File: config.mk
export PLATFORM = sky130hd
export DESIGN_NAME = spp_top
export DESIGN_NICKNAME = d
export VERILOG_FILES = /design/src/hw/spp_pkg.sv /design/src/hw/spp_pad_if.sv /design/src/hw/spp_pad.sv /design/src/hw/spp_sync.sv /design/src/hw/spp_top.sv
export VERILOG_INCLUDE_DIRS = /design/src /design/src/hw
export SDC_FILE = /design/constraint.sdc
export NUM_CORES = 1
export LEC_CHECK = 0
export ABC_AREA = 1
export BUFFER_PORTS_ARGS = -buffer_cell sky130_fd_sc_hd__buf_2
export CAP_MARGIN = 10
export CORE_ASPECT_RATIO = 0.75
export CORE_UTILIZATION = 45
export DETAILED_ROUTE_END_ITERATION = 10
export GPL_TIMING_DRIVEN = 0
export PLACE_DENSITY = 0.73
export SLEW_MARGIN = 30
export SYNTH_ARGS = -nofsm -noshare
export SYNTH_HDL_FRONTEND = slang
export SYNTH_SLANG_ARGS = --single-unit
File: constraint.sdc
create_clock -name SYS_CLK -period 2.39 [get_ports SYS_CLK]
set_clock_uncertainty 0.2 [all_clocks]
set_input_delay 0.239 -clock SYS_CLK [delete_from_list [all_inputs] [get_ports SYS_CLK]]
set_output_delay 0.239 -clock SYS_CLK [all_outputs]
set_load 0.05 [all_outputs]
File: src/hw/spp_defines.svh
/*
  Register offsets, field positions and reset values of the serial port pin control block.
  Assumes inclusion by bare name from every file that needs a constant.
*/
`ifndef SPP_DEFINES_SVH
`define SPP_DEFINES_SVH

// register offsets on the plain register port
`define SPP_OFS_DATA    4'h0
`define SPP_OFS_ASSIGN  4'h1
`define SPP_OFS_DIR     4'h2
`define SPP_OFS_CONFIG  4'h3
`define SPP_OFS_STATUS  4'h4

// reset values
`define SPP_RST_DATA    8'h00
`define SPP_RST_ASSIGN  8'h00
`define SPP_RST_DIR     8'h00
`define SPP_RST_CONFIG  8'h00
`define SPP_RST_SYNC    9'h100

// config register fields
`define SPP_CFG_SYNC_EN  0
`define SPP_CFG_MASTER   1
`define SPP_CFG_SYNC_WOR 2
`define SPP_CFG_TX_EN    3
`define SPP_CFG_TX_WOR   4
`define SPP_CFG_MASK     8'h1F

// status register fields
`define SPP_STS_MODE_FAULT_FLAG     0

// pin positions
`define SPP_PIN_MISO 0
`define SPP_PIN_MOSI 1
`define SPP_PIN_SCK  2
`define SPP_PIN_CS0  3
`define SPP_PIN_TX   7

// pin inputs plus the receive pin
`define SPP_SYNC_W 9

`endif

File: src/hw/spp_pkg.sv
/*
  Types shared by the serial port pin control modules.
  Assumes nothing beyond a SystemVerilog compiler.
*/
package spp_pkg;
  typedef logic [7:0] spp_byte_t;
  // role of the synchronous serial unit
  typedef enum logic {
    SPP_SLAVE  = 1'b0,
    SPP_MASTER = 1'b1
  } spp_role_t;
endpackage

File: src/hw/spp_pad_if.sv
/*
  Carrier between the pin control logic and the pad driver stage.
  Assumes one producer of the wanted levels and one pad stage.
*/
`timescale 1ns/100ps
interface spp_pad_if;
  spp_pkg::spp_byte_t want_val;
  spp_pkg::spp_byte_t want_drv;
  spp_pkg::spp_byte_t open_drn;
  modport ctrl (output want_val, output want_drv, output open_drn);
  modport pad  (input  want_val, input  want_drv, input  open_drn);
endinterface

File: src/hw/spp_pad.sv
/*
  Pad driver stage: turns wanted level and drive into pin out and enable.
  Assumes the external pad resolves the level from the enable.
*/
`timescale 1ns/100ps
module spp_pad (
  // clock and reset
  input  wire logic clk,
  input  wire logic rst_n,
  // wanted levels
  spp_pad_if.pad    pif,
  // pin side
  output      logic [7:0] pin_out,
  output      logic [7:0] pin_oe
);
  logic [7:0] out_d;
  logic [7:0] oe_d;
  logic [7:0] out_q;
  logic [7:0] oe_q;

  // open drain only pulls low, push-pull drives both levels
  assign out_d = pif.want_val & ~pif.open_drn;
  assign oe_d  = pif.want_drv & (~pif.open_drn | ~pif.want_val);

  // registered so the pins never see decode glitches
  always_ff @(posedge clk or negedge rst_n) begin
    if (!rst_n) begin
      out_q <= 8'h00;
      oe_q  <= 8'h00;
    end else begin
      out_q <= out_d;
      oe_q  <= oe_d;
    end
  end

  assign pin_out = out_q;
  assign pin_oe  = oe_q;
endmodule

File: src/hw/spp_sync.sv
/*
  Three-stage input synchroniser with an agreement filter, one lane per bit.
  Assumes asynchronous inputs; output changes only when stages two and three agree.
*/
`timescale 1ns/100ps
`include "spp_defines.svh"
module spp_sync (
  // clock and reset
  input  wire logic                   clk,
  input  wire logic                   rst_n,
  // raw and filtered levels
  input  wire logic [`SPP_SYNC_W-1:0] raw_in,
  output      logic [`SPP_SYNC_W-1:0] clean_out
);
  // per-lane reset level, kept constant so the reset branch loads constants only
  localparam logic [`SPP_SYNC_W-1:0] rst_v = `SPP_RST_SYNC;

  genvar gi;
  generate
    for (gi = 0; gi < `SPP_SYNC_W; gi++) begin : g_lane
      logic s1_q;
      logic s2_q;
      logic s3_q;
      logic out_q;
      // first stage feeds only the second
      always_ff @(posedge clk or negedge rst_n) begin
        if (!rst_n) begin
          s1_q  <= rst_v[gi];
          s2_q  <= rst_v[gi];
          s3_q  <= rst_v[gi];
          out_q <= rst_v[gi];
        end else begin
          s1_q <= raw_in[gi];
          s2_q <= s1_q;
          s3_q <= s2_q;
          if (s2_q == s3_q) begin
            out_q <= s3_q;
          end
        end
      end
      assign clean_out[gi] = out_q;
    end
  endgenerate
endmodule

File: src/hw/spp_top.sv
/*
  Port pin control for an eight-pin port shared by a synchronous serial unit,
  the asynchronous transmitter and general-purpose I/O.
  Assumes the serial units sit beside it on SYS_CLK and that the pads
  resolve each pin from PIN_OUT and PIN_OE.
*/
// What this block does
// - writing the data latch stores the byte and drives it on output pins
// - reading the data latch returns the present pin levels
// - assignment bit 0 gives pins 0, 1 and 3-6 to I/O, 1 to the serial unit
// - pin assignment never affects the asynchronous transmitter or receiver
// - pins map to MISO, MOSI, SCK, select 0, selects 1-3; pin 7 transmit
// - pin 2 is I/O unless the synchronous unit is enabled, then SCK
// - pin 7 is I/O unless the transmitter is enabled, then transmit output
// - direction bit 0 makes an input, 1 an output, for I/O pins
// - MISO: master 0 input, 1 off; slave 0 off, 1 drives output
// - MOSI: master 0 off, 1 drives; slave 0 input, 1 off
// - SCK: master 1 drives clock, 0 off; slave 0 clock input, 1 off
// - select 0 faults or drives in master, selects in slave; 1-3 master only
// - the receive pin is always a serial input with no direction bit
// - transmit pin direction applies only while the transmitter is off
// - synchronous wired-or makes output pins 0-6 open drain
// - master select 1 gives master role, 0 slave role
// - synchronous enable 1 hands assigned pins to the unit, 0 keeps I/O
// - a low select 0, assigned and an input, in enabled master role sets the mode fault flag
// - transmitter enable dedicates the transmit pin to the transmitter
// - asynchronous wired-or makes the transmit pin open drain
`timescale 1ns/100ps
`include "spp_defines.svh"
module spp_top (
  // clock and reset
  input  wire logic       SYS_CLK,
  input  wire logic       RST_N,
  // register port
  input  wire logic [3:0] REG_ADDR,
  input  wire logic [7:0] REG_WDATA,
  input  wire logic       REG_WR,
  input  wire logic       REG_RD,
  output      logic [7:0] REG_RDATA,
  // port pins
  input  wire logic [7:0] PIN_IN,
  output      logic [7:0] PIN_OUT,
  output      logic [7:0] PIN_OE,
  // receive pin and its level toward the asynchronous unit
  input  wire logic       RX_PIN,
  output      logic       RX_DATA,
  // synchronous serial unit, outgoing levels
  input  wire logic       SYNC_MISO_OUT,
  input  wire logic       SYNC_MOSI_OUT,
  input  wire logic       SYNC_SCK_OUT,
  input  wire logic [3:0] SYNC_CS_OUT,
  // synchronous serial unit, incoming levels
  output      logic       SYNC_MISO_IN,
  output      logic       SYNC_MOSI_IN,
  output      logic       SYNC_SCK_IN,
  output      logic       SYNC_SS_N_IN,
  // asynchronous transmitter output level
  input  wire logic       TX_OUT,
  // configuration seen by the serial units
  output      logic       SYNC_ENABLE,
  output      logic       MASTER_SELECT,
  output      logic       TX_ENABLE,
  output      logic       MODE_FAULT
);

  ////////////////////////////////////////////////////////////////////////////
  // registers

  spp_pkg::spp_byte_t data_q;
  spp_pkg::spp_byte_t assign_q;
  spp_pkg::spp_byte_t dir_q;
  spp_pkg::spp_byte_t config_q;
  logic               mode_fault_flag_q;
  logic               mode_fault_flag_d;
  spp_pkg::spp_byte_t rdata_q;
  spp_pkg::spp_byte_t rdata_d;

  ////////////////////////////////////////////////////////////////////////////
  // address decode

  logic wr_data;
  logic wr_assign;
  logic wr_dir;
  logic wr_config;
  logic wr_status;

  assign wr_data   = REG_WR && (REG_ADDR == `SPP_OFS_DATA);
  assign wr_assign = REG_WR && (REG_ADDR == `SPP_OFS_ASSIGN);
  assign wr_dir    = REG_WR && (REG_ADDR == `SPP_OFS_DIR);
  assign wr_config = REG_WR && (REG_ADDR == `SPP_OFS_CONFIG);
  assign wr_status = REG_WR && (REG_ADDR == `SPP_OFS_STATUS);

  ////////////////////////////////////////////////////////////////////////////
  // configuration fields

  logic               sync_en;
  spp_pkg::spp_role_t role;
  logic               sync_wor;
  logic               tx_en;
  logic               tx_wor;
  logic               master;

  // enable and role come from software; the serial units only read them
  assign sync_en  = config_q[`SPP_CFG_SYNC_EN];
  assign role     = spp_pkg::spp_role_t'(config_q[`SPP_CFG_MASTER]);
  assign sync_wor = config_q[`SPP_CFG_SYNC_WOR];
  assign tx_en    = config_q[`SPP_CFG_TX_EN];
  assign tx_wor   = config_q[`SPP_CFG_TX_WOR];
  assign master   = (role == spp_pkg::SPP_MASTER);

  ////////////////////////////////////////////////////////////////////////////
  // input synchronisation

  logic [`SPP_SYNC_W-1:0] clean;
  spp_pkg::spp_byte_t     pin_lvl;

  // every pin and the receive pin pass the filter before use
  spp_sync u_sync (
    .clk       (SYS_CLK),
    .rst_n     (RST_N),
    .raw_in    ({RX_PIN, PIN_IN}),
    .clean_out (clean)
  );

  assign pin_lvl = clean[7:0];
  assign RX_DATA = clean[8];

  ////////////////////////////////////////////////////////////////////////////
  // pin ownership

  spp_pkg::spp_byte_t own;
  logic               tx_own;

  // pins 0, 1 and 3..6 follow the assignment bit only while the unit is enabled
  assign own[0] = sync_en & assign_q[0];
  assign own[1] = sync_en & assign_q[1];
  // pin 2 becomes the clock whenever the unit is enabled
  // limitation: assignment bit 2 is ignored, the clock pin follows the enable alone
  assign own[2] = sync_en;
  assign own[3] = sync_en & assign_q[3];
  assign own[4] = sync_en & assign_q[4];
  assign own[5] = sync_en & assign_q[5];
  assign own[6] = sync_en & assign_q[6];
  // pin 7 ignores the assignment register entirely
  assign tx_own = tx_en;
  assign own[7] = tx_own;

  ////////////////////////////////////////////////////////////////////////////
  // serial function drive and level per pin

  spp_pkg::spp_byte_t fn_val;
  spp_pkg::spp_byte_t fn_drv;

  // serial sources in pin order
  assign fn_val = {TX_OUT, SYNC_CS_OUT, SYNC_SCK_OUT, SYNC_MOSI_OUT, SYNC_MISO_OUT};

  // MISO drives only as slave with direction 1
  assign fn_drv[`SPP_PIN_MISO] = ~master & dir_q[`SPP_PIN_MISO];
  // MOSI drives only as master with direction 1
  assign fn_drv[`SPP_PIN_MOSI] = master & dir_q[`SPP_PIN_MOSI];
  // SCK drives only as master with direction 1
  assign fn_drv[`SPP_PIN_SCK]  = master & dir_q[`SPP_PIN_SCK];
  // all chip selects drive only as master; in slave role they stay quiet
  assign fn_drv[6:3]           = {4{master}} & dir_q[6:3];
  // transmitter owns the pin as an output regardless of direction
  assign fn_drv[`SPP_PIN_TX]   = 1'b1;

  ////////////////////////////////////////////////////////////////////////////
  // serial inputs toward the synchronous unit

  logic miso_take;
  logic mosi_take;
  logic sck_take;
  logic ss_take;

  // an input is taken only where the role and direction select it
  assign miso_take = own[`SPP_PIN_MISO] & master & ~dir_q[`SPP_PIN_MISO];
  assign mosi_take = own[`SPP_PIN_MOSI] & ~master & ~dir_q[`SPP_PIN_MOSI];
  assign sck_take  = own[`SPP_PIN_SCK] & ~master & ~dir_q[`SPP_PIN_SCK];
  assign ss_take   = own[`SPP_PIN_CS0] & ~master & ~dir_q[`SPP_PIN_CS0];

  // disabled inputs rest at neutral levels: data low, select high
  assign SYNC_MISO_IN = miso_take & pin_lvl[`SPP_PIN_MISO];
  assign SYNC_MOSI_IN = mosi_take & pin_lvl[`SPP_PIN_MOSI];
  assign SYNC_SCK_IN  = sck_take & pin_lvl[`SPP_PIN_SCK];
  assign SYNC_SS_N_IN = ~ss_take | pin_lvl[`SPP_PIN_CS0];

  ////////////////////////////////////////////////////////////////////////////
  // mode fault detection

  logic fault_watch;
  logic fault_hit;

  // select 0 as an input in enabled master role watches for another master
  assign fault_watch = own[`SPP_PIN_CS0] & master & ~dir_q[`SPP_PIN_CS0];
  assign fault_hit   = fault_watch & ~pin_lvl[`SPP_PIN_CS0];

  // the flag re-sets every cycle the low select persists, so a clear sticks only after it ends
  // write 1 clears; a fault in the same cycle wins over the clear
  assign mode_fault_flag_d = fault_hit | (mode_fault_flag_q & ~(wr_status & REG_WDATA[`SPP_STS_MODE_FAULT_FLAG]));

  ////////////////////////////////////////////////////////////////////////////
  // final wanted level and drive per pin

  spp_pad_if          pif ();
  spp_pkg::spp_byte_t want_val;
  spp_pkg::spp_byte_t want_drv;
  spp_pkg::spp_byte_t open_drn;

  genvar gi;
  generate
    for (gi = 0; gi < 8; gi++) begin : g_pin
      // owned pins take the serial level, others the latch
      assign want_val[gi] = own[gi] ? fn_val[gi] : data_q[gi];
      // direction governs I/O pins and every serial function except the transmitter
      assign want_drv[gi] = own[gi] ? fn_drv[gi] : dir_q[gi];
    end
  endgenerate

  // the transmit pin has its own wired-or choice
  assign open_drn = {tx_wor, {7{sync_wor}}};

  assign pif.want_val = want_val;
  assign pif.want_drv = want_drv;
  assign pif.open_drn = open_drn;

  spp_pad u_pad (
    .clk     (SYS_CLK),
    .rst_n   (RST_N),
    .pif     (pif.pad),
    .pin_out (PIN_OUT),
    .pin_oe  (PIN_OE)
  );

  ////////////////////////////////////////////////////////////////////////////
  // read path

  spp_pkg::spp_byte_t rd_mux;

  // a pin change reaches a read four edges late: latency traded for metastability safety
  // the data offset reads the pins, not the latch
  assign rd_mux = (REG_ADDR == `SPP_OFS_DATA)   ? pin_lvl :
                  (REG_ADDR == `SPP_OFS_ASSIGN) ? assign_q :
                  (REG_ADDR == `SPP_OFS_DIR)    ? dir_q :
                  (REG_ADDR == `SPP_OFS_CONFIG) ? config_q :
                  (REG_ADDR == `SPP_OFS_STATUS) ? {7'h00, mode_fault_flag_q} :
                  8'h00;

  // read data stand only in the cycle after the strobe
  assign rdata_d = REG_RD ? rd_mux : 8'h00;

  ////////////////////////////////////////////////////////////////////////////
  // storage

  // software registers; reset leaves every pin a plain input
  always_ff @(posedge SYS_CLK or negedge RST_N) begin
    if (!RST_N) begin
      data_q   <= `SPP_RST_DATA;
      assign_q <= `SPP_RST_ASSIGN;
      dir_q    <= `SPP_RST_DIR;
      config_q <= `SPP_RST_CONFIG;
    end else begin
      if (wr_data) begin
        data_q <= REG_WDATA;
      end
      if (wr_assign) begin
        assign_q <= REG_WDATA;
      end
      if (wr_dir) begin
        dir_q <= REG_WDATA;
      end
      if (wr_config) begin
        config_q <= REG_WDATA & `SPP_CFG_MASK;
      end
    end
  end

  // status flag and read data
  always_ff @(posedge SYS_CLK or negedge RST_N) begin
    if (!RST_N) begin
      mode_fault_flag_q  <= 1'b0;
      rdata_q <= 8'h00;
    end else begin
      mode_fault_flag_q  <= mode_fault_flag_d;
      rdata_q <= rdata_d;
    end
  end

  ////////////////////////////////////////////////////////////////////////////
  // outputs

  // the serial units see the configuration straight from the register, no extra stage
  assign REG_RDATA     = rdata_q;
  assign SYNC_ENABLE   = sync_en;
  assign MASTER_SELECT = master;
  assign TX_ENABLE     = tx_en;
  assign MODE_FAULT    = mode_fault_flag_q;

endmodule

# Word-level counts from Yosys, hierarchy flattened
# Cells that the tools add are included.
dict set report totals {
  regBits 90
  in_bits 33
  output_inout_bits 33
  elab_cells 126
}
dict set report classes {
  n_eq_ne 13
  muxes 22
  bitwise 41
  reduce_logical 6
}
# operator n
set ops {}
lappend ops {{$mux W8} 4}
lappend ops {{$and A1 B1 Y1} 25}
lappend ops {{$mux W1} 17}
lappend ops {{$and A8 B8 Y8} 2}
lappend ops {{$not A8 Y8} 2}
lappend ops {{$eq A1 B1 Y1} 9}
lappend ops {{$eq A4 B2 Y1 const B} 2}
lappend ops {{$not A1 Y1} 8}
lappend ops {{$or A8 B8 Y8} 1}
lappend ops {{$logic_and A1 B1 Y1} 5}
lappend ops {{$mux W5} 1}
lappend ops {{$and A4 B4 Y4} 1}
lappend ops {{$eq A4 B1 Y1 const B} 1}
lappend ops {{$eq A4 B3 Y1 const B} 1}
lappend ops {{$logic_not A4 Y1} 1}
lappend ops {{$or A1 B1 Y1} 2}

# Depth between registers and ports, before layout
# Gate-level depths: netlist of run 1.
dict set report depth {
  depth_word 7
  depth_mapped 8
  ltp_nobuf 8
}

# By module
# From an unflattened synthesis of run 1, not the netlist that was laid out.
dict set report unflattened {
  cells_unflattened 373
  hier_area_um2 3598.5
}
# module n_inst cells_per_inst area_each_um2 seq_area_each_um2
set modules_own_cells {}
lappend modules_own_cells {spp_top 1 244 1948.1 950.9}
lappend modules_own_cells {spp_sync 1 81 1119.8 905.9}
lappend modules_own_cells {spp_pad 1 48 530.5 400.4}

# Worst setup path before layout of run 1
# Ideal clock, no wire load.
dict set report synth_timing {
  path_kind {register to output}
  from {register config_q[0]}
  to {output port SYNC_MOSI_IN}
  t_arrival_ns 1.745
  required_time_ns 1.951
  slack_ns 0.206
  path_stages_with_launch 6
  path_buffers 1
  cell_sequence {dfrtp_1 > buf_4 > nand2_1 > nor2_1 > nand2_1 > nor2_1}
}
dict set report synth_via {
  elab_chain_len 4
}
# item line_no
set synth_rtl {}
lappend synth_rtl {{from (decl)} spp_top.sv:72} ;# spp_pkg::spp_byte_t config_q;
lappend synth_rtl {{from (signal assigned)} spp_top.sv:261} ;# config_q <= `SPP_RST_CONFIG;
lappend synth_rtl {{from (signal assigned)} spp_top.sv:273} ;# config_q <= REG_WDATA & `SPP_CFG_MASK;
lappend synth_rtl {{$and A1 B1 Y1} spp_top.sv:136} ;# assign own[1] = sync_en & assign_q[1];
lappend synth_rtl {{$and A1 B1 Y1 (2 in a row)} spp_top.sv:178} ;# assign mosi_take = own[`SPP_PIN_MOSI] & ~master & ~dir_q[`SPP_PIN_MOSI];
lappend synth_rtl {{$and A1 B1 Y1} spp_top.sv:184} ;# assign SYNC_MOSI_IN = mosi_take & pin_lvl[`SPP_PIN_MOSI];
lappend synth_rtl {{to (decl)} spp_top.sv:54} ;# output logic SYNC_MOSI_IN,
# No other way between the ends.

# Worst setup path after layout of run 1
dict set report layout_timing {
  from {register config_q[1]}
  to {output port SYNC_MOSI_IN}
}
dict set report layout_via {
  elab_chain_len 4
}
# item line_no
set layout_rtl {}
lappend layout_rtl {{$not A1 Y1} spp_top.sv:178}
lappend layout_rtl {{$and A1 B1 Y1 (2 in a row)} spp_top.sv:178}
lappend layout_rtl {{$and A1 B1 Y1} spp_top.sv:184}
# No other way between the ends.

==> results of run 1 <==
[timing repair]
action                                 4_1_cts  5_1_grt
hold buffers                                22        0
endpoints found under the hold margin      131        0
gates resized for setup                      0        0
[final timing paths]
check / startpoint / endpoint / cells past startpoint
worst max-delay path: config_q[1] / SYNC_MOSI_IN / 5
worst max register to register: config_q[0] / u_pad.pin_oe[3] / 6
min in group asynchronous: RST_N / REG_RDATA[7] / 2
worst min register to register: u_sync.g_lane[5].s1_q / u_sync.g_lane[5].s2_q / 0
worst min-delay path: REG_WDATA[2] / dir_q[2] / 3
max in group asynchronous: RST_N / data_q[6] / 3
[power groups by stage]
stage	combinational (uW)	sequential, uW	clock, uW
detailed placement	882	1890	0
finish	909	1860	1060
CTS	913	1860	1100
global route	986	1880	1160
floorplan	316	2180	0
global placement	861	1880	0
[critical path, stage by stage, from the launching register on]
cell and delay [ns]:
dfrtp_1 0.38, clkbuf_1 0.26, nor2_1 0.22, nand2_1 0.07, nor2_1 0.12, buf_2 0.28
[stage by stage]
| step | cell area [um^2] | total power (uW) |
|---|---|---|
| floorplan | 3450 | 2500 |
| global placement | 3900 | 2740 |
| detailed placement | 3930 | 2770 |
| CTS | 4360 | 3870 |
| global route | 4360 | 4030 |
| finish | 4360 | 3830 |
[final cells by class]
| type | count | area [um^2] | area share, % |
|---|---|---|---|
| clock buffers | 10 | 138 | 3.15 |
| clock inverters | 6 | 72.6 | 1.66 |
| flip-flops and latches | 90 | 2260 | 51.7 |
| multi-input cells | 194 | 1040 | 23.9 |
| well taps | 101 | 126 | 2.90 |
| inverters | 24 | 92.6 | 2.12 |
| repair buffers | 88 | 579 | 13.3 |
| plain buffers | 7 | 55.1 | 1.26 |
[placed cells by master, fill, tap and decap left out, drive strengths merged, types with 5 or more instances in the layout]
cell         count
inv             27
nor2            44
a21oi            8
nand2           73
mux2i            6
nand3            5
o21ai           46
clkbuf          11
buf             72
dlygate4sd3     22
maj3             9
dfrtp           86
[flip-flops by register name (all words and copies together), names as in the netlist]
register and flops:
config_q 5, MODE_FAULT 1, u_sync.g_lane.s3_q 9, u_sync.g_lane.s1_q 9, u_sync.g_lane.out_q 9, u_sync.g_lane.s2_q 9
REG_RDATA 8, dir_q 8, assign_q 8, u_pad.pin_out 8, u_pad.pin_oe 8, data_q 8
[cell families (layout without fill, tap and decap cells)]
family          count (synthesis)  after routing
simple gates                  125            125
flops                          90             90
compound gates                 54             54
buf+inv                        31            135
fa+ha+maj                       9              9
mux                             6              6
[metal layers]
metal / part of all wire (%) / routed length [um] / GRT usage, % / vias up
met2: 45 / 3220 / 29.3 / 93
met3: 7.4 / 535 / 8.11 / 7
li1: - / - / - / 1212
met5: 0 / 0 / 0 / -
met4: 0.92 / 66 / 5.35 / 0
met1: 47 / 3370 / 27.4 / 1185
==> metrics.txt, run 1 <==
CTS tree built; P_int 2520 uW; core area 7360 um^2; Placed Instances 482; routability cong. 0.849; Post-synth ARST share 100%; Initial Utilization 46.8%; unique cell type count in the Yosys netlist 24; mux share of post-synthesis cell area 1.74%; Die Span Y 77.8 um; clock latency on the worst-skew pair 0.36 ns; clock root buffer clkbuf_8; Min Hold Slack 0.0149 ns; P_leak 0.00222 uW; combinational power share 23.8%; Fmax 466 MHz; # Max-Cap Violations 0; routed wire length 7.19 mm; number of fill cells 630; die width 103 um; Pwr per Cell Area 877 nW/um^2; post-route ant nets 0; first-pass GRT wire length 11.6 mm; VDD IR-drop max 522 uV; synthesized area 3450 um^2; DR pass1 iterations 4; total negative setup slack 0 ns; initial antenna violation count 0; via/cell ratio 4.80; std cell rows 27; wire length per cell 13.8 um; leading area contributor after synthesis dfrtp_1; GRT Util Overall 20.0%; TritonCTS buffer count 9; Synth Net Count 348; Slew @ Worst Pin 0.521 ns; largest family of logic cells by synthesized area simple AND/OR/NAND/NOR gates; Synth Area in Adders 2.61%; Fin. Hold Viols 0; RSZ-0062 raised after global routing false; top post-synthesis cells by area dfrtp_1, nand2_1, o21ai_2, nor2_1, o21ai_0; crit path capture type primary output; Setup Fix Bufs, Post-CTS 0; Final Util 59.3%; most numerous cell in the Yosys netlist dfrtp_1; post-synth top area share 62.4%; Reg clk slew, reported paths 0.09 ns; DRT iter0 DRCs 119; critical path fanouts, max 10; Clock Power Share 27.7%; post-synthesis sequential area ratio 65.5%; total DRC errors in the routed layout 0; #FFs+latches synth 90; Final period util 89.8%; number of enable flip-flop cells after synthesis 0; Finish-stage setup viols 0; n_diodes 0; max-slew violation count 0; layout cells sized above 1 30.8%; die area 8020 um^2; Net Switching 1300 uW; DP Worst Slack 0.655 ns; relative slew slack 65.3%; vias in the first global route 2,393; # port buffers 65; Worst EP arrival 1.71 ns; Worst Hold Class in2reg; CTS sink count 90; post-synthesis compound-gate area fraction 10.4%; Post-synth top cells dfrtp_1, nand2_1, nor2_1; simple-gate share of the synthesized area 15.5%; Sw Share 34.1%; Clock Path Buffers 2; non-filler cells, final 520; XOR/XNOR share of the synthesized area 0%; largest net degree at the start of global routing 63; Synth Warn # 0; total gr overflow 0; Final WS setup 0.244 ns; Reg power frac 48.6%; data required time of the critical path 1.95 ns; Via Count 2,497; Main synth FF type dfrtp_1; Layout area overhead 26.6%; Nets 447; detailed placement HPWL 4.97 mm; average size of a mapped cell 10.9 um^2; startpoint types flop; status completed; H-tree levels 3; IO Pins 66; Mapped Cells 315; Final min period 2.15 ns; R2R Setup Slk 0.92 ns; crit path kind reg2out
(Power assumes the default switching activity.)
==> run 2: changes to the inputs <==
--- a/config.mk
+++ b/config.mk
@@ -9,11 +9,14 @@
 export ABC_AREA = 1
 export BUFFER_PORTS_ARGS = -buffer_cell sky130_fd_sc_hd__buf_2
 export CAP_MARGIN = 10
+export CELL_PAD_IN_SITES_DETAIL_PLACEMENT = 1
+export CELL_PAD_IN_SITES_GLOBAL_PLACEMENT = 2
 export CORE_ASPECT_RATIO = 0.75
-export CORE_UTILIZATION = 45
+export CORE_UTILIZATION = 37
 export DETAILED_ROUTE_END_ITERATION = 10
 export GPL_TIMING_DRIVEN = 0
-export PLACE_DENSITY = 0.73
+export PLACE_DENSITY = 0.88
+export SKIP_CTS_REPAIR_TIMING = 1
 export SLEW_MARGIN = 30
 export SYNTH_ARGS = -nofsm -noshare
 export SYNTH_HDL_FRONTEND = slang
==> metrics.txt, run 2 (same netlist as run 1, synthesis figures left out) <==
Reg clk slew, reported paths 0.06 ns (-0.03 ns); most common cell after layout, fill and taps aside dfrtp_1; Die Span Y 85.6 um (+10%); H-tree levels 3 (unchanged); first-pass GRT wire length 13.2 mm (+14%); failing checks hold timing; DR pass1 iterations 4 (unchanged); Worst Hold Endpoint u_pad.pin_out[5]; std cell rows 30 (+11%); relative slew slack 64.2% (-1.1 points); Crit-path slowest cell clkbuf_1; n_diodes 0 (unchanged); max-slew violation count 0 (unchanged); data required time of the critical path 1.95 ns (about the same); detailed placement HPWL 5.82 mm (+17%); CTS tree built; # Max-Cap Violations 0 (unchanged); Pwr per Cell Area 938 nW/um^2 (+7.0%); Hold Crit Depth 3 (unchanged); Slew @ Worst Pin 0.537 ns (+0.0167 ns); Fmax 472 MHz (+1.2%); TritonCTS buffer count 9 (unchanged); CP delay by family, top buffers and inverters; status finished with violations; total DRC errors in the routed layout 0 (unchanged); critical path fanouts, max 10 (unchanged); Worst Hold Class in2reg; r2r endpoint u_pad.pin_oe[3]; Post-Place Cell Area 3970 um^2 (+0.86%); wire length per cell 15.0 um (+8.8%); DRT iter0 DRCs 68 (-43%); crit path capture type primary output; total gr overflow 0 (unchanged); Clock Path Buffers 2 (unchanged); crit path kind reg2out; routability cong. 0.811 (-4.4%); R2R Setup Slk 0.89 ns (-0.03 ns); Finished Cell Area 4340 um^2 (-0.60%); Worst EP arrival 1.68 ns (-0.03 ns); vias in the first global route 2,563 (+7.1%); GRT Util Overall 18.2% (-1.8 points); Final Power 4070 uW (+6.3%); largest net degree at the start of global routing 52 (-17%); Final min period 2.12 ns (-0.0263 ns); Final period util 88.7% (-1.1 points); reg2reg start config_q[0]; most frequent cells in the layout dfrtp_1, nand2_1, buf_2; Worst Path Buf+Inv 2 (unchanged); Via Count 2,479 (-0.72%); startpoint types flop; Layout area overhead 25.8%; RSZ-0062 raised after global routing false; # port buffers 65 (unchanged); CTS sink count 90 (unchanged); Nets 435 (-2.7%); CP max stage delay 0.43 ns (+0.05 ns); post-route ant nets 0 (unchanged); Fin. Hold Viols 2 (+2); Placed Instances 509 (+5.6%); P_leak 0.00220 uW (-1.0%); Min Hold Slack -0.0148 ns (-0.0297 ns); clock root buffer clkbuf_16; non-filler cells, final 535 (+2.9%); VDD IR-drop max 449 uV (-14%); Finish-stage setup viols 0 (unchanged); die area 9710 um^2 (+21%); IO Pins 66 (unchanged); core area 9050 um^2 (+23%); die width 113 um (+10%); initial antenna violation count 0 (unchanged); crit-path cells clkbuf_1, nand3_1, nor2_1, buf_2; Hold Crit Start SYNC_CS_OUT[2]; via/cell ratio 4.63 (-3.5%); reg2reg path depth 6 (unchanged); total negative setup slack 0 ns (unchanged); layout cells sized above 1 31.4% (+0.66 points); Initial Utilization 38.1% (-8.7 points); routed wire length 8.05 mm (+12%); clock latency on the worst-skew pair 0.34 ns (-0.02 ns)
[run 2: worst max path at each step]
stage	start	endpoint	cells past startpoint	slack [ns]
detailed placement	config_q[1]	SYNC_MISO_IN	4	0.60
finish	config_q[1]	SYNC_MISO_IN	4	0.27
CTS	config_q[1]	SYNC_MISO_IN	4	0.22
global placement	RST_N	u_sync.g_lane[4].s1_q	1	0.15
global route	config_q[1]	SYNC_MISO_IN	4	0.14
floorplan	config_q[0]	SYNC_MOSI_IN	5	0.21
[run 2: cell type report]
cell class,instances,area (um^2)
clock inverter,6,41.3
tap,128,160
inverter,24,92.6
timing repair buffer,76,459
buffer,7,55.1
clock buffer,10,229
multi-input combinational,194,1040
fill,1022,4710
sequential,90,2260
[run 2: tightest hold or removal path, stage by stage]
cell     delay (ns)
buf_2          0.08
mux2i_1        0.07
nor2_1         0.09
[run 2: power by group]
part	leakage (uW)	switching [uW]	total, uW	internal, uW
Clock	0.000137	592	1300	708
Combinational	0.000952	653	899	246
Sequential	0.00111	127	1870	1740
[run 2: routing by layer]
metal  share of wire, %  vias to the layer above  routed length (um)  track usage, %
li1                   -                     1186                   -               -
met1                 48                     1223                3880            25.4
met2                 47                       59                3750            28.0
met3                3.8                       11                 306            4.59
met4                1.4                        0                 115            5.50
met5                  0                        -                   0               0
[run 2: per-stage QoR]
step / utilization, % / worst slack [ns]
after floorplan: - / 0.206
after global placement: 43.5 / 0.152
after detailed placement: 43.9 / 0.598
after CTS: 46.8 / 0.225
after global routing: 48.0 / 0.142
final: 48.0 / 0.270
